==> config.mk <==
export PLATFORM = sky130hd
export DESIGN_NAME = serial_upgrade_file_loader
export DESIGN_NICKNAME = d
export VERILOG_FILES = /design/src/rtl/loader_pkg.sv /design/src/rtl/byte_stream_if.sv /design/src/rtl/serial_byte_receiver.sv /design/src/rtl/two_entry_buffer.sv /design/src/rtl/serial_upgrade_file_loader.sv
export SDC_FILE = /design/constraint.sdc
export NUM_CORES = 1
export LEC_CHECK = 0
export BUFFER_PORTS_ARGS = -buffer_cell sky130_fd_sc_hd__buf_2
export CAP_MARGIN = 20
export CORE_ASPECT_RATIO = 1.75
export CORE_MARGIN = 10
export CORE_UTILIZATION = 55
export DETAILED_ROUTE_END_ITERATION = 12
export PLACE_DENSITY_LB_ADDON = 0.1
export RECOVER_POWER = 100
export SLEW_MARGIN = 25
export SYNTH_ARGS = -nofsm -noshare
export SYNTH_HDL_FRONTEND = slang
export SYNTH_SLANG_ARGS = --single-unit
export TNS_END_PERCENT = 1
==> constraint.sdc <==
create_clock -name ref_clk_in -period 2.1 [get_ports ref_clk_in]
set_input_delay 0.42 -clock ref_clk_in [delete_from_list [all_inputs] [get_ports ref_clk_in]]
set_output_delay 0.42 -clock ref_clk_in [all_outputs]
set_load 0.01 [all_outputs]
==> src/rtl/loader_pkg.sv <==
/*
 * shared constants and types for the serial file loader.
 * assumes one system clock at sixteen times the serial bit rate.
 */
package loader_pkg;

    // ------------------------------------------------------------
    // widths
    // ------------------------------------------------------------
    localparam int unsigned DATA_W = 8;
    localparam int unsigned LEN_W = 16;
    localparam int unsigned ADDR_W = 16;
    localparam int unsigned CNT_W = 4;
    localparam int unsigned OFS_W = 3;
    localparam int unsigned SYNC_STAGES = 2;

    // ------------------------------------------------------------
    // receiver timing, in clock cycles
    // ------------------------------------------------------------
    localparam int unsigned START_COUNTS = 8;
    localparam int unsigned BIT_COUNTS = 16;
    localparam logic [CNT_W-1:0] START_LAST = CNT_W'(START_COUNTS - 1);
    localparam logic [CNT_W-1:0] BIT_LAST = CNT_W'(BIT_COUNTS - 1);
    localparam logic [CNT_W-1:0] CNT_ZERO = 4'h0;
    localparam logic [CNT_W-1:0] CNT_ONE = 4'h1;
    localparam logic [OFS_W-1:0] OFS_ZERO = 3'h0;
    localparam logic [OFS_W-1:0] OFS_ONE = 3'h1;
    localparam logic [OFS_W-1:0] OFS_LAST = 3'h7;

    // ------------------------------------------------------------
    // engine and bus constants
    // ------------------------------------------------------------
    localparam logic [LEN_W-1:0] LEN_ZERO = 16'h0000;
    localparam logic [LEN_W-1:0] LEN_ONE = 16'h0001;
    localparam logic [ADDR_W-1:0] ADDR_ZERO = 16'h0000;
    localparam logic [ADDR_W-1:0] ADDR_ONE = 16'h0001;
    localparam logic [DATA_W-1:0] DATA_ZERO = 8'h00;
    localparam int unsigned CPU_SEL_BIT = 15;

    // ------------------------------------------------------------
    // state encodings
    // ------------------------------------------------------------
    typedef enum logic [1:0] {
        RX_MARK = 2'b00,
        RX_DATA = 2'b01,
        RX_STOP = 2'b10,
        RX_ERR = 2'b11
    } rx_state_type;

    typedef enum logic [1:0] {
        ENG_HIGH = 2'b00,
        ENG_LOW = 2'b01,
        ENG_DOWNLOAD = 2'b10,
        ENG_HANDOFF = 2'b11
    } eng_state_type;

endpackage : loader_pkg

==> src/rtl/byte_stream_if.sv <==
/*
 * byte stream carrier with valid and ready handshake.
 * assumes both ends run on the same clock.
 */
`timescale 1ns/10ps
interface byte_stream_if;
    import loader_pkg::*;
    logic valid;
    logic ready;
    logic [DATA_W-1:0] data;
    modport source (output valid, output data, input ready);
    modport sink (input valid, input data, output ready);
endinterface : byte_stream_if

==> src/rtl/serial_byte_receiver.sv <==
/*
 * asynchronous serial byte receiver, four states.
 * assumes rx_in is already synchronised to clk_in.
 */
`timescale 1ns/10ps
module serial_byte_receiver
    import loader_pkg::*;
(
    input wire logic clk_in,
    input wire logic nrst_in,
    input wire logic rx_in,
    byte_stream_if.source byte_out,
    output logic rx_error_out
);

    // ------------------------------------------------------------
    // state
    // ------------------------------------------------------------
    typedef struct packed {
        rx_state_type state;
        logic [CNT_W-1:0] cnt;
        logic [OFS_W-1:0] offset;
        logic [DATA_W-1:0] hold;
        logic low_seen;
        logic taken;
    } rx_regs_type;

    rx_regs_type r;
    rx_regs_type next_r;

    always_comb begin
        next_r = r;
        unique case (r.state)
            RX_MARK: begin
                next_r.taken = 1'b0;
                if (rx_in) begin
                    next_r.cnt = CNT_ZERO;
                end else if (r.cnt == START_LAST) begin
                    next_r.state = RX_DATA;
                    next_r.cnt = CNT_ZERO;
                    next_r.offset = OFS_ZERO;
                end else begin
                    next_r.cnt = r.cnt + CNT_ONE;
                end
            end
            RX_DATA: begin
                if (r.cnt == BIT_LAST) begin
                    next_r.hold[r.offset] = rx_in;
                    next_r.offset = r.offset + OFS_ONE;
                    next_r.cnt = CNT_ZERO;
                    if (r.offset == OFS_LAST) begin
                        next_r.state = RX_STOP;
                        next_r.low_seen = 1'b0;
                    end
                end else begin
                    next_r.cnt = r.cnt + CNT_ONE;
                end
            end
            RX_STOP: begin
                if (byte_out.ready && !r.taken) begin
                    next_r.taken = 1'b1;
                end
                if (r.low_seen) begin
                    if (rx_in) begin
                        next_r.state = RX_MARK;
                        next_r.cnt = CNT_ZERO;
                    end
                end else if (r.cnt == BIT_LAST) begin
                    next_r.cnt = CNT_ZERO;
                    if (rx_in) begin
                        next_r.state = RX_ERR;
                    end else begin
                        next_r.low_seen = 1'b1;
                    end
                end else begin
                    next_r.cnt = r.cnt + CNT_ONE;
                end
            end
            RX_ERR: begin
                next_r = r;
            end
        endcase
    end

    always_ff @(posedge clk_in or negedge nrst_in) begin
        if (!nrst_in) begin
            r <= '0;
        end else begin
            r <= next_r;
        end
    end

    // ------------------------------------------------------------
    // outputs
    // ------------------------------------------------------------
    assign byte_out.valid = (r.state == RX_STOP) && !r.taken;
    assign byte_out.data = r.hold;
    assign rx_error_out = (r.state == RX_ERR);

endmodule : serial_byte_receiver

==> src/rtl/two_entry_buffer.sv <==
/*
 * two-entry byte buffer with valid and ready on both sides.
 * assumes source and sink share clk_in.
 */
`timescale 1ns/10ps
module two_entry_buffer
    import loader_pkg::*;
(
    input wire logic clk_in,
    input wire logic nrst_in,
    byte_stream_if.sink fill,
    byte_stream_if.source drain
);

    // ------------------------------------------------------------
    // state
    // ------------------------------------------------------------
    typedef struct packed {
        logic [1:0][DATA_W-1:0] mem;
        logic wr_ptr;
        logic rd_ptr;
        logic [1:0] count;
    } buf_regs_type;

    buf_regs_type r;
    buf_regs_type next_r;
    logic push;
    logic pop;

    assign fill.ready = (r.count != 2'h2);
    assign drain.valid = (r.count != 2'h0);
    assign drain.data = r.mem[r.rd_ptr];
    assign push = fill.valid && fill.ready;
    assign pop = drain.valid && drain.ready;

    always_comb begin
        next_r = r;
        if (push) begin
            next_r.mem[r.wr_ptr] = fill.data;
            next_r.wr_ptr = !r.wr_ptr;
        end
        if (pop) begin
            next_r.rd_ptr = !r.rd_ptr;
        end
        if (push && !pop) begin
            next_r.count = r.count + 2'h1;
        end else if (pop && !push) begin
            next_r.count = r.count - 2'h1;
        end
    end

    always_ff @(posedge clk_in or negedge nrst_in) begin
        if (!nrst_in) begin
            r <= '0;
        end else begin
            r <= next_r;
        end
    end

endmodule : two_entry_buffer

==> src/rtl/serial_upgrade_file_loader.sv <==
/*
 * serial file loader: receiver, buffer, control engine and bus
 * handover unit writing a length-prefixed file into scratch ram.
 * assumes a single clock at sixteen times the bit rate; pins are
 * asynchronous and pass two flip-flops before use.
 */
`timescale 1ns/10ps
module serial_upgrade_file_loader
    import loader_pkg::*;
(
    input wire logic ref_clk_in,
    input wire logic nrst_in,
    input wire logic optical_rx_input_in,
    input wire logic [DATA_W-1:0] ram_data_in,
    output logic [DATA_W-1:0] ram_data_out,
    output logic ram_data_oe_out,
    output logic [ADDR_W-1:0] ram_addr_out,
    output logic ram_write_n_out,
    output logic ram_select_n_out,
    input wire logic [ADDR_W-1:0] cpu_address_bus_in,
    input wire logic cpu_read_strobe_n_in,
    input wire logic program_store_qualifier_in,
    output logic [DATA_W-1:0] cpu_data_out,
    output logic cpu_data_oe_out,
    output logic irq_out,
    output logic rx_error_out,
    output logic [1:0] engine_state_out
);

    // ------------------------------------------------------------
    // pin synchronisers
    // ------------------------------------------------------------
    typedef struct packed {
        logic rx;
        logic sel;
        logic read_n;
        logic qual;
        logic [DATA_W-1:0] ram;
    } pin_set_type;

    pin_set_type sync_a;
    pin_set_type sync_b;
    pin_set_type pin_now;

    assign pin_now.rx = optical_rx_input_in;
    assign pin_now.sel = cpu_address_bus_in[CPU_SEL_BIT];
    assign pin_now.read_n = cpu_read_strobe_n_in;
    assign pin_now.qual = program_store_qualifier_in;
    assign pin_now.ram = ram_data_in;

    always_ff @(posedge ref_clk_in or negedge nrst_in) begin
        if (!nrst_in) begin
            // idle levels, so no false start or read follows reset
            sync_a <= '0;
            sync_a.rx <= 1'b1;
            sync_a.read_n <= 1'b1;
            sync_b <= '0;
            sync_b.rx <= 1'b1;
            sync_b.read_n <= 1'b1;
        end else begin
            sync_a <= pin_now;
            sync_b <= sync_a;
        end
    end

    // ------------------------------------------------------------
    // receiver and buffer
    // ------------------------------------------------------------
    byte_stream_if rx_stream ();
    byte_stream_if eng_stream ();
    logic rx_error;

    serial_byte_receiver receiver (
        .clk_in(ref_clk_in),
        .nrst_in(nrst_in),
        .rx_in(sync_b.rx),
        .byte_out(rx_stream.source),
        .rx_error_out(rx_error)
    );

    two_entry_buffer byte_buffer (
        .clk_in(ref_clk_in),
        .nrst_in(nrst_in),
        .fill(rx_stream.sink),
        .drain(eng_stream.source)
    );

    // ------------------------------------------------------------
    // control engine and bus handover unit
    // ------------------------------------------------------------
    typedef struct packed {
        eng_state_type state;
        logic [LEN_W-1:0] length_count;
        logic [ADDR_W-1:0] add_cntr;
        logic writing;
        logic [DATA_W-1:0] ram_data;
        logic ram_oe;
        logic write_n;
        logic select_n;
        logic [DATA_W-1:0] cpu_data;
        logic cpu_oe;
        logic irq;
        logic rx_error;
    } eng_regs_type;

    eng_regs_type r;
    eng_regs_type next_r;
    logic take;
    logic cpu_read;

    assign eng_stream.ready = !r.writing;
    assign take = eng_stream.valid && eng_stream.ready;
    assign cpu_read = sync_b.qual && sync_b.sel && !sync_b.read_n;

    always_comb begin
        next_r = r;
        next_r.rx_error = rx_error;
        unique case (r.state)
            ENG_HIGH: begin
                if (take) begin
                    next_r.length_count = {eng_stream.data,
                        r.length_count[DATA_W-1:0]};
                    next_r.state = ENG_LOW;
                end
            end
            ENG_LOW: begin
                if (take) begin
                    next_r.length_count = {r.length_count[LEN_W-1:DATA_W],
                        eng_stream.data};
                    if ({r.length_count[LEN_W-1:DATA_W], eng_stream.data}
                        == LEN_ZERO) begin
                        next_r.state = ENG_HANDOFF;
                    end else begin
                        next_r.state = ENG_DOWNLOAD;
                    end
                end
            end
            ENG_DOWNLOAD: begin
                if (r.writing) begin
                    next_r.writing = 1'b0;
                    next_r.write_n = 1'b1;
                    next_r.add_cntr = r.add_cntr + ADDR_ONE;
                    next_r.length_count = r.length_count - LEN_ONE;
                    if (r.length_count == LEN_ONE) begin
                        next_r.state = ENG_HANDOFF;
                    end
                end else if (take) begin
                    next_r.writing = 1'b1;
                    next_r.ram_data = eng_stream.data;
                    next_r.write_n = 1'b0;
                end
            end
            ENG_HANDOFF: begin
                next_r.writing = 1'b0;
            end
        endcase

        // bus handover decided from next engine state, and cpu_oe also from the synchronised cpu read
        next_r.irq = (next_r.state == ENG_HANDOFF);
        next_r.ram_oe = (next_r.state == ENG_DOWNLOAD);
        next_r.cpu_oe = (next_r.state == ENG_HANDOFF) && cpu_read;
        next_r.select_n = !next_r.cpu_oe;
        next_r.cpu_data = next_r.cpu_oe ? sync_b.ram : DATA_ZERO;
    end

    always_ff @(posedge ref_clk_in or negedge nrst_in) begin
        if (!nrst_in) begin
            r <= '0;
            r.write_n <= 1'b1;
            r.select_n <= 1'b1;
        end else begin
            r <= next_r;
        end
    end

    // ------------------------------------------------------------
    // outputs
    // ------------------------------------------------------------
    assign ram_data_out = r.ram_data;
    assign ram_data_oe_out = r.ram_oe;
    assign ram_addr_out = r.add_cntr;
    assign ram_write_n_out = r.write_n;
    assign ram_select_n_out = r.select_n;
    assign cpu_data_out = r.cpu_data;
    assign cpu_data_oe_out = r.cpu_oe;
    assign irq_out = r.irq;
    assign rx_error_out = r.rx_error;
    assign engine_state_out = r.state;

endmodule : serial_upgrade_file_loader

==> flow_summary.ini, run 1 <==
[status]
outcome = finished clean

[detailed_routing]
firstDrtPassIters = 4
vias_per_cell = 5.45
drtAntennaViolNets = 0
post_drt_wl_per_cell_um = 16.7
vias = 3571
drc_errors = 0
drt_iter0_drc = 100
wl_mm = 10.9

[sta]
rsz0062_at_grt = no
maxSlewHeadroom_pct = 35.7
fin_skew_ps = 8.92
setup_viol = 0
tightest_slew_ps = 965
timing.hold.ws_ps = 106
fmaxAchievable_mhz = 499
finalMaxSlewViolations = 0
finalHoldViolations = 0
min_period_ps = 2000
timing.final.crit_share_pct = 95.4
fin_ws_ps = 96.1

[critical_path]
r2r_setup_slack_ps = 100
cp-start-kind = flip-flop
reg2reg_from = byte_buffer.r[2]$_DFFE_PN0N_
worstPathMaxFanout = 6
r2r_end = ram_select_n_out$_DFF_PN1_
reg2regPathDepth = 6
endpoint = ram_select_n_out$_DFF_PN1_
startpoint = byte_buffer.r[2]$_DFFE_PN0N_
worstSetupPathType = reg -> reg
worstPathRequired_ps = 2440
cp.arrival_ps = 2340
crit_path_end_kind = flip-flop

[clock_network]
cts.reportedPaths.clkPinSlew_ps = 60
cts_root_buf = clkbuf_16
clkLatencyLatePin_ps = 410
clk_path_buf_depth = 2
cts_tree = yes
htreeDepth = 4
numClockSinks = 120
cts_buffers = 17

[logic_synthesis]
synth_mux_area_share_pct = 7.95
yosysUniqueCellTypes = 55
synth_area_per_cell_um2 = 11.6
synthTopCellsByArea = dfrtp_1, mux2_1, buf_4, dfstp_2, xnor2_1
yosysMostFrequentCell = dfrtp_1
synthXorXnorAreaFrac_pct = 3.25
syn_nets = 504
synthesis.area_um2 = 5380
synth_common_cells = dfrtp_1, buf_4, nand2_1
syn_inst = 464
synth_top_family_by_area = simple AND/OR/NAND/NOR gates
ys_async_sr_fraction_pct = 100
yosysTopAreaCellShare_pct = 53.0
ys_seq_elements = 120
yosysSeqAreaShare_pct = 55.9
yosys.area_share.simple_pct = 15.2
synth_compound_area_share_pct = 8.13
synth_edf_count = 0
ys_warn_count = 0
synth_fa_ha_area_share_pct = 2.56
synth_top_flop_cell = dfrtp_1
synth_top_area_cell = dfrtp_1

[floorplanning]
die-area_um2 = 14300
rows = 47
core_area_um2 = 9530
die_y_um = 151
start_util_pct = 56.5
ios = 69
die_x_um = 94.8

[global_routing]
grt_pass1_wl_mm = 18.1
grt.met3_usage_pct = 4.21
grt_antenna_before_repair = 0
grt_use_total_pct = 16.2
grt_use_met1_pct = 16.0
grt-ovfl-total = 0
first_global_vias = 3752
top_usage_layer = met2
gr-usage-met2_pct = 29.9
grt_start_max_net_pins = 58

[power]
power_density_nw_per_um2 = 1350
ir_drop_v = 0.00106
p_leak_nw = 2.93

[layout]
fin_cells = 655
design_area_um2 = 6260
multi_input_area_um2 = 2010
register_area_um2 = 3010
syn_to_final_growth_pct = 16.2
fill_cells = 771
fin_util_pct = 65.7
num-nets-final = 560
n_antenna_cell = 0
drive_gt1_share_pct = 17.1

[placement]
place.gp.congestion = 0.910
portBuffers = 53
dp_cells = 619
dp_slack_ps = 40.9
detailed_place_hpwl_mm = 7.64
dpl_cell_area_um2 = 5720

[min_path]
holdCritPathClass = in -> reg

[flow_run]
cap_violations = 0
power breakdown:
| group | leakage [nW] | switching [mW] | total, mW | internal (mW) |
|---|---|---|---|---|
| registers | 1.55 | 0.346 | 3.09 | 2.75 |
| clock network | 0.279 | 1.09 | 2.87 | 1.77 |
| logic | 1.10 | 1.49 | 2.51 | 1.02 |
| total | 2.93 | 2.93 | 8.46 | 5.54 |
layer usage:
| metal | routed length [um] | share of wire (%) |
|---|---|---|
| met5 | 0 | 0 |
| met2 | 6290 | 58 |
| met1 | 4030 | 37 |
| met3 | 335 | 3.1 |
| met4 | 276 | 2.5 |
timing repair:
item                                    in CTS  in global routing
setup buffers                                0                  2
endpoints found under the setup margin       0                  3
hold buffers                                 1                  0
resized for setup                            0                  3
endpoints found under the hold margin       14                  0
flip-flops by register name, summed over array words and instances, names as in the netlist, 8 cells and up:
register,flops
byte_buffer.r,20
cpu_data_out,8
r,17
ram_addr_out,16
ram_data_out,8
receiver.byte_out.data,8
receiver.r,11
sync_a,12
sync_b,12
cells by family (layout without fill, tap and decap cells):
kind of cell,Yosys count,after routing
AO/OA/AOI/OAI,64,65
XOR/XNOR,20,20
adder cells (fa/ha/maj),11,11
buffers and inverters,64,132
flip-flops,120,120
multiplexers,39,39
AND/OR/NAND/NOR,146,146
worst min path at each step:
stage          depth (start not counted)                  from  slack, ps                           end
6_report                               1   optical_rx_input_in        110          sync_a[11]$_DFF_PN1_
5_1_grt                                1  cpu_read_strobe_n_in        100           sync_a[9]$_DFF_PN1_
4_1_cts                                1   optical_rx_input_in         90          sync_a[11]$_DFF_PN1_
3_5_place_dp                           1               nrst_in        300             r[41]$_DFFE_PN0P_
3_3_place_gp                           1               nrst_in        300             r[41]$_DFFE_PN0P_
2_1_floorplan                          0               nrst_in        120  byte_buffer.r[0]$_DFFE_PN0P_
critical path: stages (launching register included):
cell and delay (ps):
dfrtp_1 440, or4_1 530, o22a_1 250, nor4_4 160, buf_4 170, o31ai_4 120, or2_1 250
layout make-up:
cell class	count	share of cell area [%]
inverters	18	1.08
repair buffers	82	6.82
well taps	122	2.44
clock inverters	14	2.58
flip-flops and latches	120	48.1
multi-input cells	281	32.1
clock buffers	18	6.86
stage by stage:
stage,setup TNS (ps),total power [mW]
global route,0,8.98
floorplan,0,4.93
CTS,0,8.59
detailed placement,0,5.68
global placement,-62.4,5.59
finish,0,8.46
cell usage in the layout, fill, tap and decap left out, drive strengths merged, types with 16 or more instances in the layout:
cell type / n
dfrtp: 114
o21ai: 16
mux2: 30
nand3: 21
clkbuf: 65
nand2: 34
buf: 34
inv: 24
nor2: 28
xnor2: 16
nor3: 20
(Power assumes the default switching activity.)
==> inputs of run 2 (changes only) <==
--- a/config.mk
+++ b/config.mk
@@ -13,8 +13,10 @@
 export DETAILED_ROUTE_END_ITERATION = 12
 export PLACE_DENSITY_LB_ADDON = 0.1
 export RECOVER_POWER = 100
+export SETUP_SLACK_MARGIN = 0.4
 export SLEW_MARGIN = 25
 export SYNTH_ARGS = -nofsm -noshare
 export SYNTH_HDL_FRONTEND = slang
+export SYNTH_HIERARCHICAL = 1
 export SYNTH_SLANG_ARGS = --single-unit
 export TNS_END_PERCENT = 1
==> run 2 against run 1 <==
  * Sequential share of layout area down 3.7 points
  * Design area rose by 8.4%
  * Combinational power is 53% higher
  * Cell count rose by 9.0%
  * Global-route usage about the same
  * Count of clock-buffer cells in the layout is 1 lower
  * Largest power group is now combinational cells
  * Total power grew 14%
  * Critical path type unchanged
==> flow_summary.ini, run 2 <==
[floorplanning]
start_util_pct = 56.8
die_y_um = 157
die_x_um = 98.2
ios = 69
die-area_um2 = 15400
rows = 49
core_area_um2 = 10400

[sta]
tightest_slew_ps = 1250
rsz0062_at_grt = yes
finalHoldViolations = 0
timing.final.crit_share_pct = 90.3
finalMaxSlewViolations = 0
setup_viol = 0
maxSlewHeadroom_pct = 16.4
min_period_ps = 1900
fmaxAchievable_mhz = 527
timing.hold.ws_ps = 98.6
setup-tns-final_ps = 0
fin_skew_ps = 7.69

[logic_synthesis]
synth_edf_count = 0
syn_inst = 521
yosysUniqueCellTypes = 67
synth_area_per_cell_um2 = 11.3
yosysMostFrequentCell = dfrtp_1
yosysTopAreaCellShare_pct = 48.5
synth_top_flop_cell = dfrtp_1
yosysSeqAreaShare_pct = 51.1
synthesis.area_um2 = 5890
synth_common_cells = dfrtp_1, buf_4, nand2_1
synthTopCellsByArea = dfrtp_1, buf_4, mux2_4, ha_1, mux2_2
ys_async_sr_fraction_pct = 100
ys_seq_elements = 120
synth_top_area_cell = dfrtp_1
ys_warn_count = 6
syn_nets = 566

[layout]
multi_input_area_um2 = 2420
num-nets-final = 619
n_antenna_cell = 0
fin_cells = 714
syn_to_final_growth_pct = 15.2
fill_cells = 835
layout_commonest_cell = dfrtp_1
drive_gt1_share_pct = 24.9
largest_register = byte_buffer/r
design_area_um2 = 6780
largest_reg_flops = 20
register_area_um2 = 3010
layout_common_cells = dfrtp_1, clkbuf_1, nand2_1, inv_1, o21ai_0

[placement]
portBuffers = 53
place.gp.congestion = 0.884
detailed_place_hpwl_mm = 8.76
dp_cells = 672
dpl_cell_area_um2 = 6140

[global_routing]
grt_start_max_net_pins = 54
grt_antenna_before_repair = 0
first_global_vias = 4311
grt_pass1_wl_mm = 20.3
grt_use_total_pct = 16.2
grt-ovfl-total = 0

[clock_network]
htreeDepth = 4
numClockSinks = 120
cts_buffers = 17
clkLatencyLatePin_ps = 420
cts_root_buf = clkbuf_16
clk_path_buf_depth = 2
cts_tree = yes
cts.reportedPaths.clkPinSlew_ps = 60

[critical_path]
r2r_end = ram_data_out[0]$_DFFE_PN0P_
cp-start-kind = flip-flop
worstSetupPathType = reg -> reg
r2r_setup_slack_ps = 200
slowest_stage = dfrtp_1
crit_path_end_kind = flip-flop
reg2reg_from = byte_buffer/r[0]$_DFFE_PN0P_
worstPathMaxFanout = 10
cp.arrival_ps = 2190
path_buf_inv = 0
worstPathRequired_ps = 2400
reg2regPathDepth = 4
critical_path.cell_chain = or2_2 > nor2b_1 > nand2_1 > mux2_2
slowest_delay_ps = 430
critPathTopFamily = simple AND/OR/NAND/NOR gates

[detailed_routing]
vias = 3969
firstDrtPassIters = 4
wl_mm = 12.2
drc_errors = 0
post_drt_wl_per_cell_um = 17.1
drtAntennaViolNets = 0
vias_per_cell = 5.56
drt_iter0_drc = 163

[min_path]
holdCritPathClass = in -> reg
whs_endpoint = sync_a[9]$_DFF_PN1_
min_from = cpu_read_strobe_n_in
holdPathStages = 1

[status]
outcome = finished clean

[power]
p_leak_nw = 3.14
ir_drop_v = 0.00108
power_density_nw_per_um2 = 1420

[flow_run]
cap_violations = 0
## run 2: report_power, final
group	internal [mW]	switching (mW)	leakage (nW)
combinational	1.60	2.24	1.28
sequential	2.67	0.366	1.58
clock	1.58	1.20	0.275
total	5.85	3.80	3.14
## run 2: kinds of logic after synthesis
logic type,synth area share (%)
AOI/OAI and AO/OA,9.74
xor gates and xnor gates,3.13
adders and majority gates,3.40
buffers and inverters,8.89
DFF,51.1
muxes,9.97
and+or+nand+nor,13.7
## run 2: worst max path at each step
stage,slack [ps],to,start,cells past startpoint
finish,200,ram_data_out[0]$_DFFE_PN0P_,byte_buffer/r[0]$_DFFE_PN0P_,4
global route,120,byte_buffer/r[11]$_DFFE_PN0P_,receiver/r[17]$_DFFE_PN0P_,6
CTS,270,irq_out$_DFF_PN0_,byte_buffer/r[2]$_DFFE_PN0P_,6
detailed placement,30,ram_select_n_out$_DFF_PN1_,byte_buffer/r[2]$_DFFE_PN0P_,5
global placement,-30,ram_select_n_out$_DFF_PN1_,byte_buffer/r[2]$_DFFE_PN0P_,5
floorplan,340,r[50]$_DFFE_PN0P_,engine_state_out[1]$_DFF_PN0_,7
## run 2: layout make-up
| type | count | share of cell area [%] |
|---|---|---|
| clock buffers | 17 | 6.27 |
| clock inverters | 15 | 2.25 |
| inverters | 27 | 1.49 |
| multi-input cells | 317 | 35.6 |
| flip-flops and latches | 120 | 44.4 |
| well taps | 127 | 2.34 |
| repair buffers | 91 | 7.60 |
## run 2: stage by stage
| step | total power, mW | worst slack, ps | utilization, % |
|---|---|---|---|
| 2_1_floorplan | 5.61 | 337 | - |
| 6_report | 9.65 | 204 | 65.5 |
| 5_1_grt | 10.3 | 125 | 65.5 |
| 4_1_cts | 9.70 | 269 | 66.3 |
| 3_5_place_dp | 6.66 | 26.1 | 59.2 |
| 3_3_place_gp | 6.55 | -32.0 | 59.2 |
## run 2: timing repair
item | 4_1_cts | 5_1_grt
gates cloned | 1 | 0
setup buffers | 5 | 3
hold buffers | 1 | 0
pin swaps | 5 | 0
endpoints found under the setup margin | 77 | 80
hold endpoints to repair | 18 | 0
resized for setup | 24 | 9
## run 2: layer usage
layer	wire, um	vias to the layer above	global-route usage [%]
met1	4490	1948	15.5
li1	-	1911	-
met2	6840	77	29.7
met4	454	0	9.53
met3	428	33	4.76
met5	0	-	0
==> inputs of run 3 (changes only) <==
--- a/config.mk
+++ b/config.mk
@@ -13,7 +13,7 @@
 export DETAILED_ROUTE_END_ITERATION = 12
 export PLACE_DENSITY_LB_ADDON = 0.1
 export RECOVER_POWER = 100
-export SETUP_SLACK_MARGIN = 0.4
+export SETUP_SLACK_MARGIN = 0.3
 export SLEW_MARGIN = 25
 export SYNTH_ARGS = -nofsm -noshare
 export SYNTH_HDL_FRONTEND = slang
==> run 3 against run 2 <==
  * Design area is 0.87% lower
  * Utilization fell by 0.57 points
  * Sequential power hardly changed
  * Wire length grew 1.3%
  * Critical path depth unchanged
  * Worst setup slack worse by 34 ps
  * Maximum frequency down 1.7%
  * Global-route usage increased by 0.069 points
  * Hold slack improved by 3.8 ps
  * Die area did not move
  * Critical endpoint is now ram_data_out[7]$_DFFE_PN0P_
==> flow_summary.ini, run 3 (synthesized netlist as in run 2, its figures left out) <==
[placement]
dpl_cell_area_um2 = 6140
portBuffers = 53
detailed_place_hpwl_mm = 8.75
place.gp.congestion = 0.860
dp_cells = 672

[clock_network]
clkLatencyLatePin_ps = 420
htreeDepth = 4
cts_tree = yes
cts_buffers = 17
clk_path_buf_depth = 2
numClockSinks = 120
cts.reportedPaths.clkPinSlew_ps = 60
cts_root_buf = clkbuf_16

[critical_path]
cp.arrival_ps = 2230
cp-start-kind = flip-flop
worstPathRequired_ps = 2400
crit_path_end_kind = flip-flop
worstPathMaxFanout = 10
worstSetupPathType = reg -> reg

[floorplanning]
core_area_um2 = 10400
die_y_um = 157
die_x_um = 98.2
rows = 49
start_util_pct = 56.8
die-area_um2 = 15400
ios = 69

[detailed_routing]
vias_per_cell = 5.62
vias = 3983
wl_mm = 12.4
drtAntennaViolNets = 0
drt_iter0_drc = 158
firstDrtPassIters = 4
drc_errors = 0
post_drt_wl_per_cell_um = 17.5

[sta]
finalHoldViolations = 0
fin_skew_ps = 7.97
finalMaxSlewViolations = 0
tightest_slew_ps = 722
maxSlewHeadroom_pct = 51.8
setup_viol = 0
timing.final.crit_share_pct = 91.9
min_period_ps = 1930
setup-tns-final_ps = 0
fmaxAchievable_mhz = 518
rsz0062_at_grt = yes

[power]
p_sw_mw = 3.74
power_frac_comb_pct = 38.4
power_density_nw_per_um2 = 1450
power.internal_mw = 5.98
clkPwrFrac_pct = 30.4
p_leak_nw = 3.11
ir_drop_v = 0.000997
pwr-share-seq_pct = 31.2
power_mw = 9.72
switching_share_pct = 38.4

[flow_run]
cap_violations = 0

[layout]
drive_gt1_share_pct = 23.2
design_area_um2 = 6720
syn_to_final_growth_pct = 14.2
n_antenna_cell = 0
num-nets-final = 614
layout_common_cells = dfrtp_1, clkbuf_1, nand2_1, inv_1, o21ai_0
fin_util_pct = 64.9
largest_register = byte_buffer/r
layout_commonest_cell = dfrtp_1
largest_reg_flops = 20
fin_cells = 709

[min_path]
holdCritPathClass = in -> reg

[global_routing]
grt_start_max_net_pins = 55
grt_antenna_before_repair = 0
first_global_vias = 4156
grt_use_total_pct = 16.3
grt_pass1_wl_mm = 20.2
grt-ovfl-total = 0

[status]
outcome = finished clean
run 3: cell count changes in the layout (fill, tap and decap cells not counted), moves of 2 or more:
cell       delta
clkinv_8      -2
clkbuf_1      -3
bufinv_16     +2
a21oi_2       +2
a21oi_1       -2
mux2_4        -7
mux2_2        +2
mux2_1        +5
run 3: worst paths after layout:
path | startpoint | end | slack (ps) | cells after the start
hold / removal | optical_rx_input_in | sync_a[11]$_DFF_PN1_ | 100 | 1
setup reg to reg | byte_buffer/r[0]$_DFFE_PN0P_ | ram_data_out[7]$_DFFE_PN0P_ | 170 | 4
hold reg to reg | sync_a[3]$_DFF_PN0_ | sync_b[3]$_DFF_PN0_ | 350 | 0
min in group asynchronous | nrst_in | ram_data_out[6]$_DFFE_PN0P_ | 440 | 2
max in group asynchronous | nrst_in | sync_b[7]$_DFF_PN0_ | 610 | 3
setup / recovery | byte_buffer/r[0]$_DFFE_PN0P_ | ram_data_out[7]$_DFFE_PN0P_ | 170 | 4
run 3: metrics by stage:
step | hold slack, ps | setup slack (ps)
after floorplan | 124 | 298
after global placement | 334 | -24.3
after global routing | 78.8 | 91.3
final | 102 | 170
after detailed placement | 336 | 1.47
after CTS | 87.3 | 171
run 3: worst max-delay path, cell delays in order, from the launching register on:
cell and delay (ps):
dfrtp_1 420, or2_2 360, nor2b_1 210, nand2_1 410, mux2_2 390
run 3: layout make-up:
| cell class | instances | area [um2] |
|---|---|---|
| Sequential cell | 120 | 3010 |
| Timing Repair Buffer | 86 | 479 |
| Inverter | 27 | 101 |
| Fill cell | 818 | 3640 |
| Clock inverter | 15 | 179 |
| Multi-Input combinational cell | 317 | 2370 |
| Clock buffer | 17 | 425 |
| Tap cell | 127 | 159 |
run 3: what timing repair did:
| item | 4_1_cts | 5_1_grt |
|---|---|---|
| buffers inserted | 2 | 1 |
| endpoints found under the hold margin | 21 | 0 |
| pin swaps | 2 | 5 |
| setup endpoints to repair | 46 | 66 |
| gates cloned | 1 | 0 |
| hold buffers | 1 | 0 |
| gates resized for setup | 9 | 22 |
run 3: metal layers:
metal	track usage, %	routed length, um
met1	16.0	4660
met5	0	0
met4	8.70	242
met3	4.59	405
met2	29.9	7070
run 3: power by group through the flow:
stage                     registers (mW)  clock network, mW  logic, mW
after floorplan                     2.98                  0       2.61
after global placement              3.06                  0       3.48
after detailed placement            3.08                  0       3.54
after CTS                           3.02               3.01       3.72
after global routing                3.08               3.12       4.10
final                               3.03               2.96       3.73
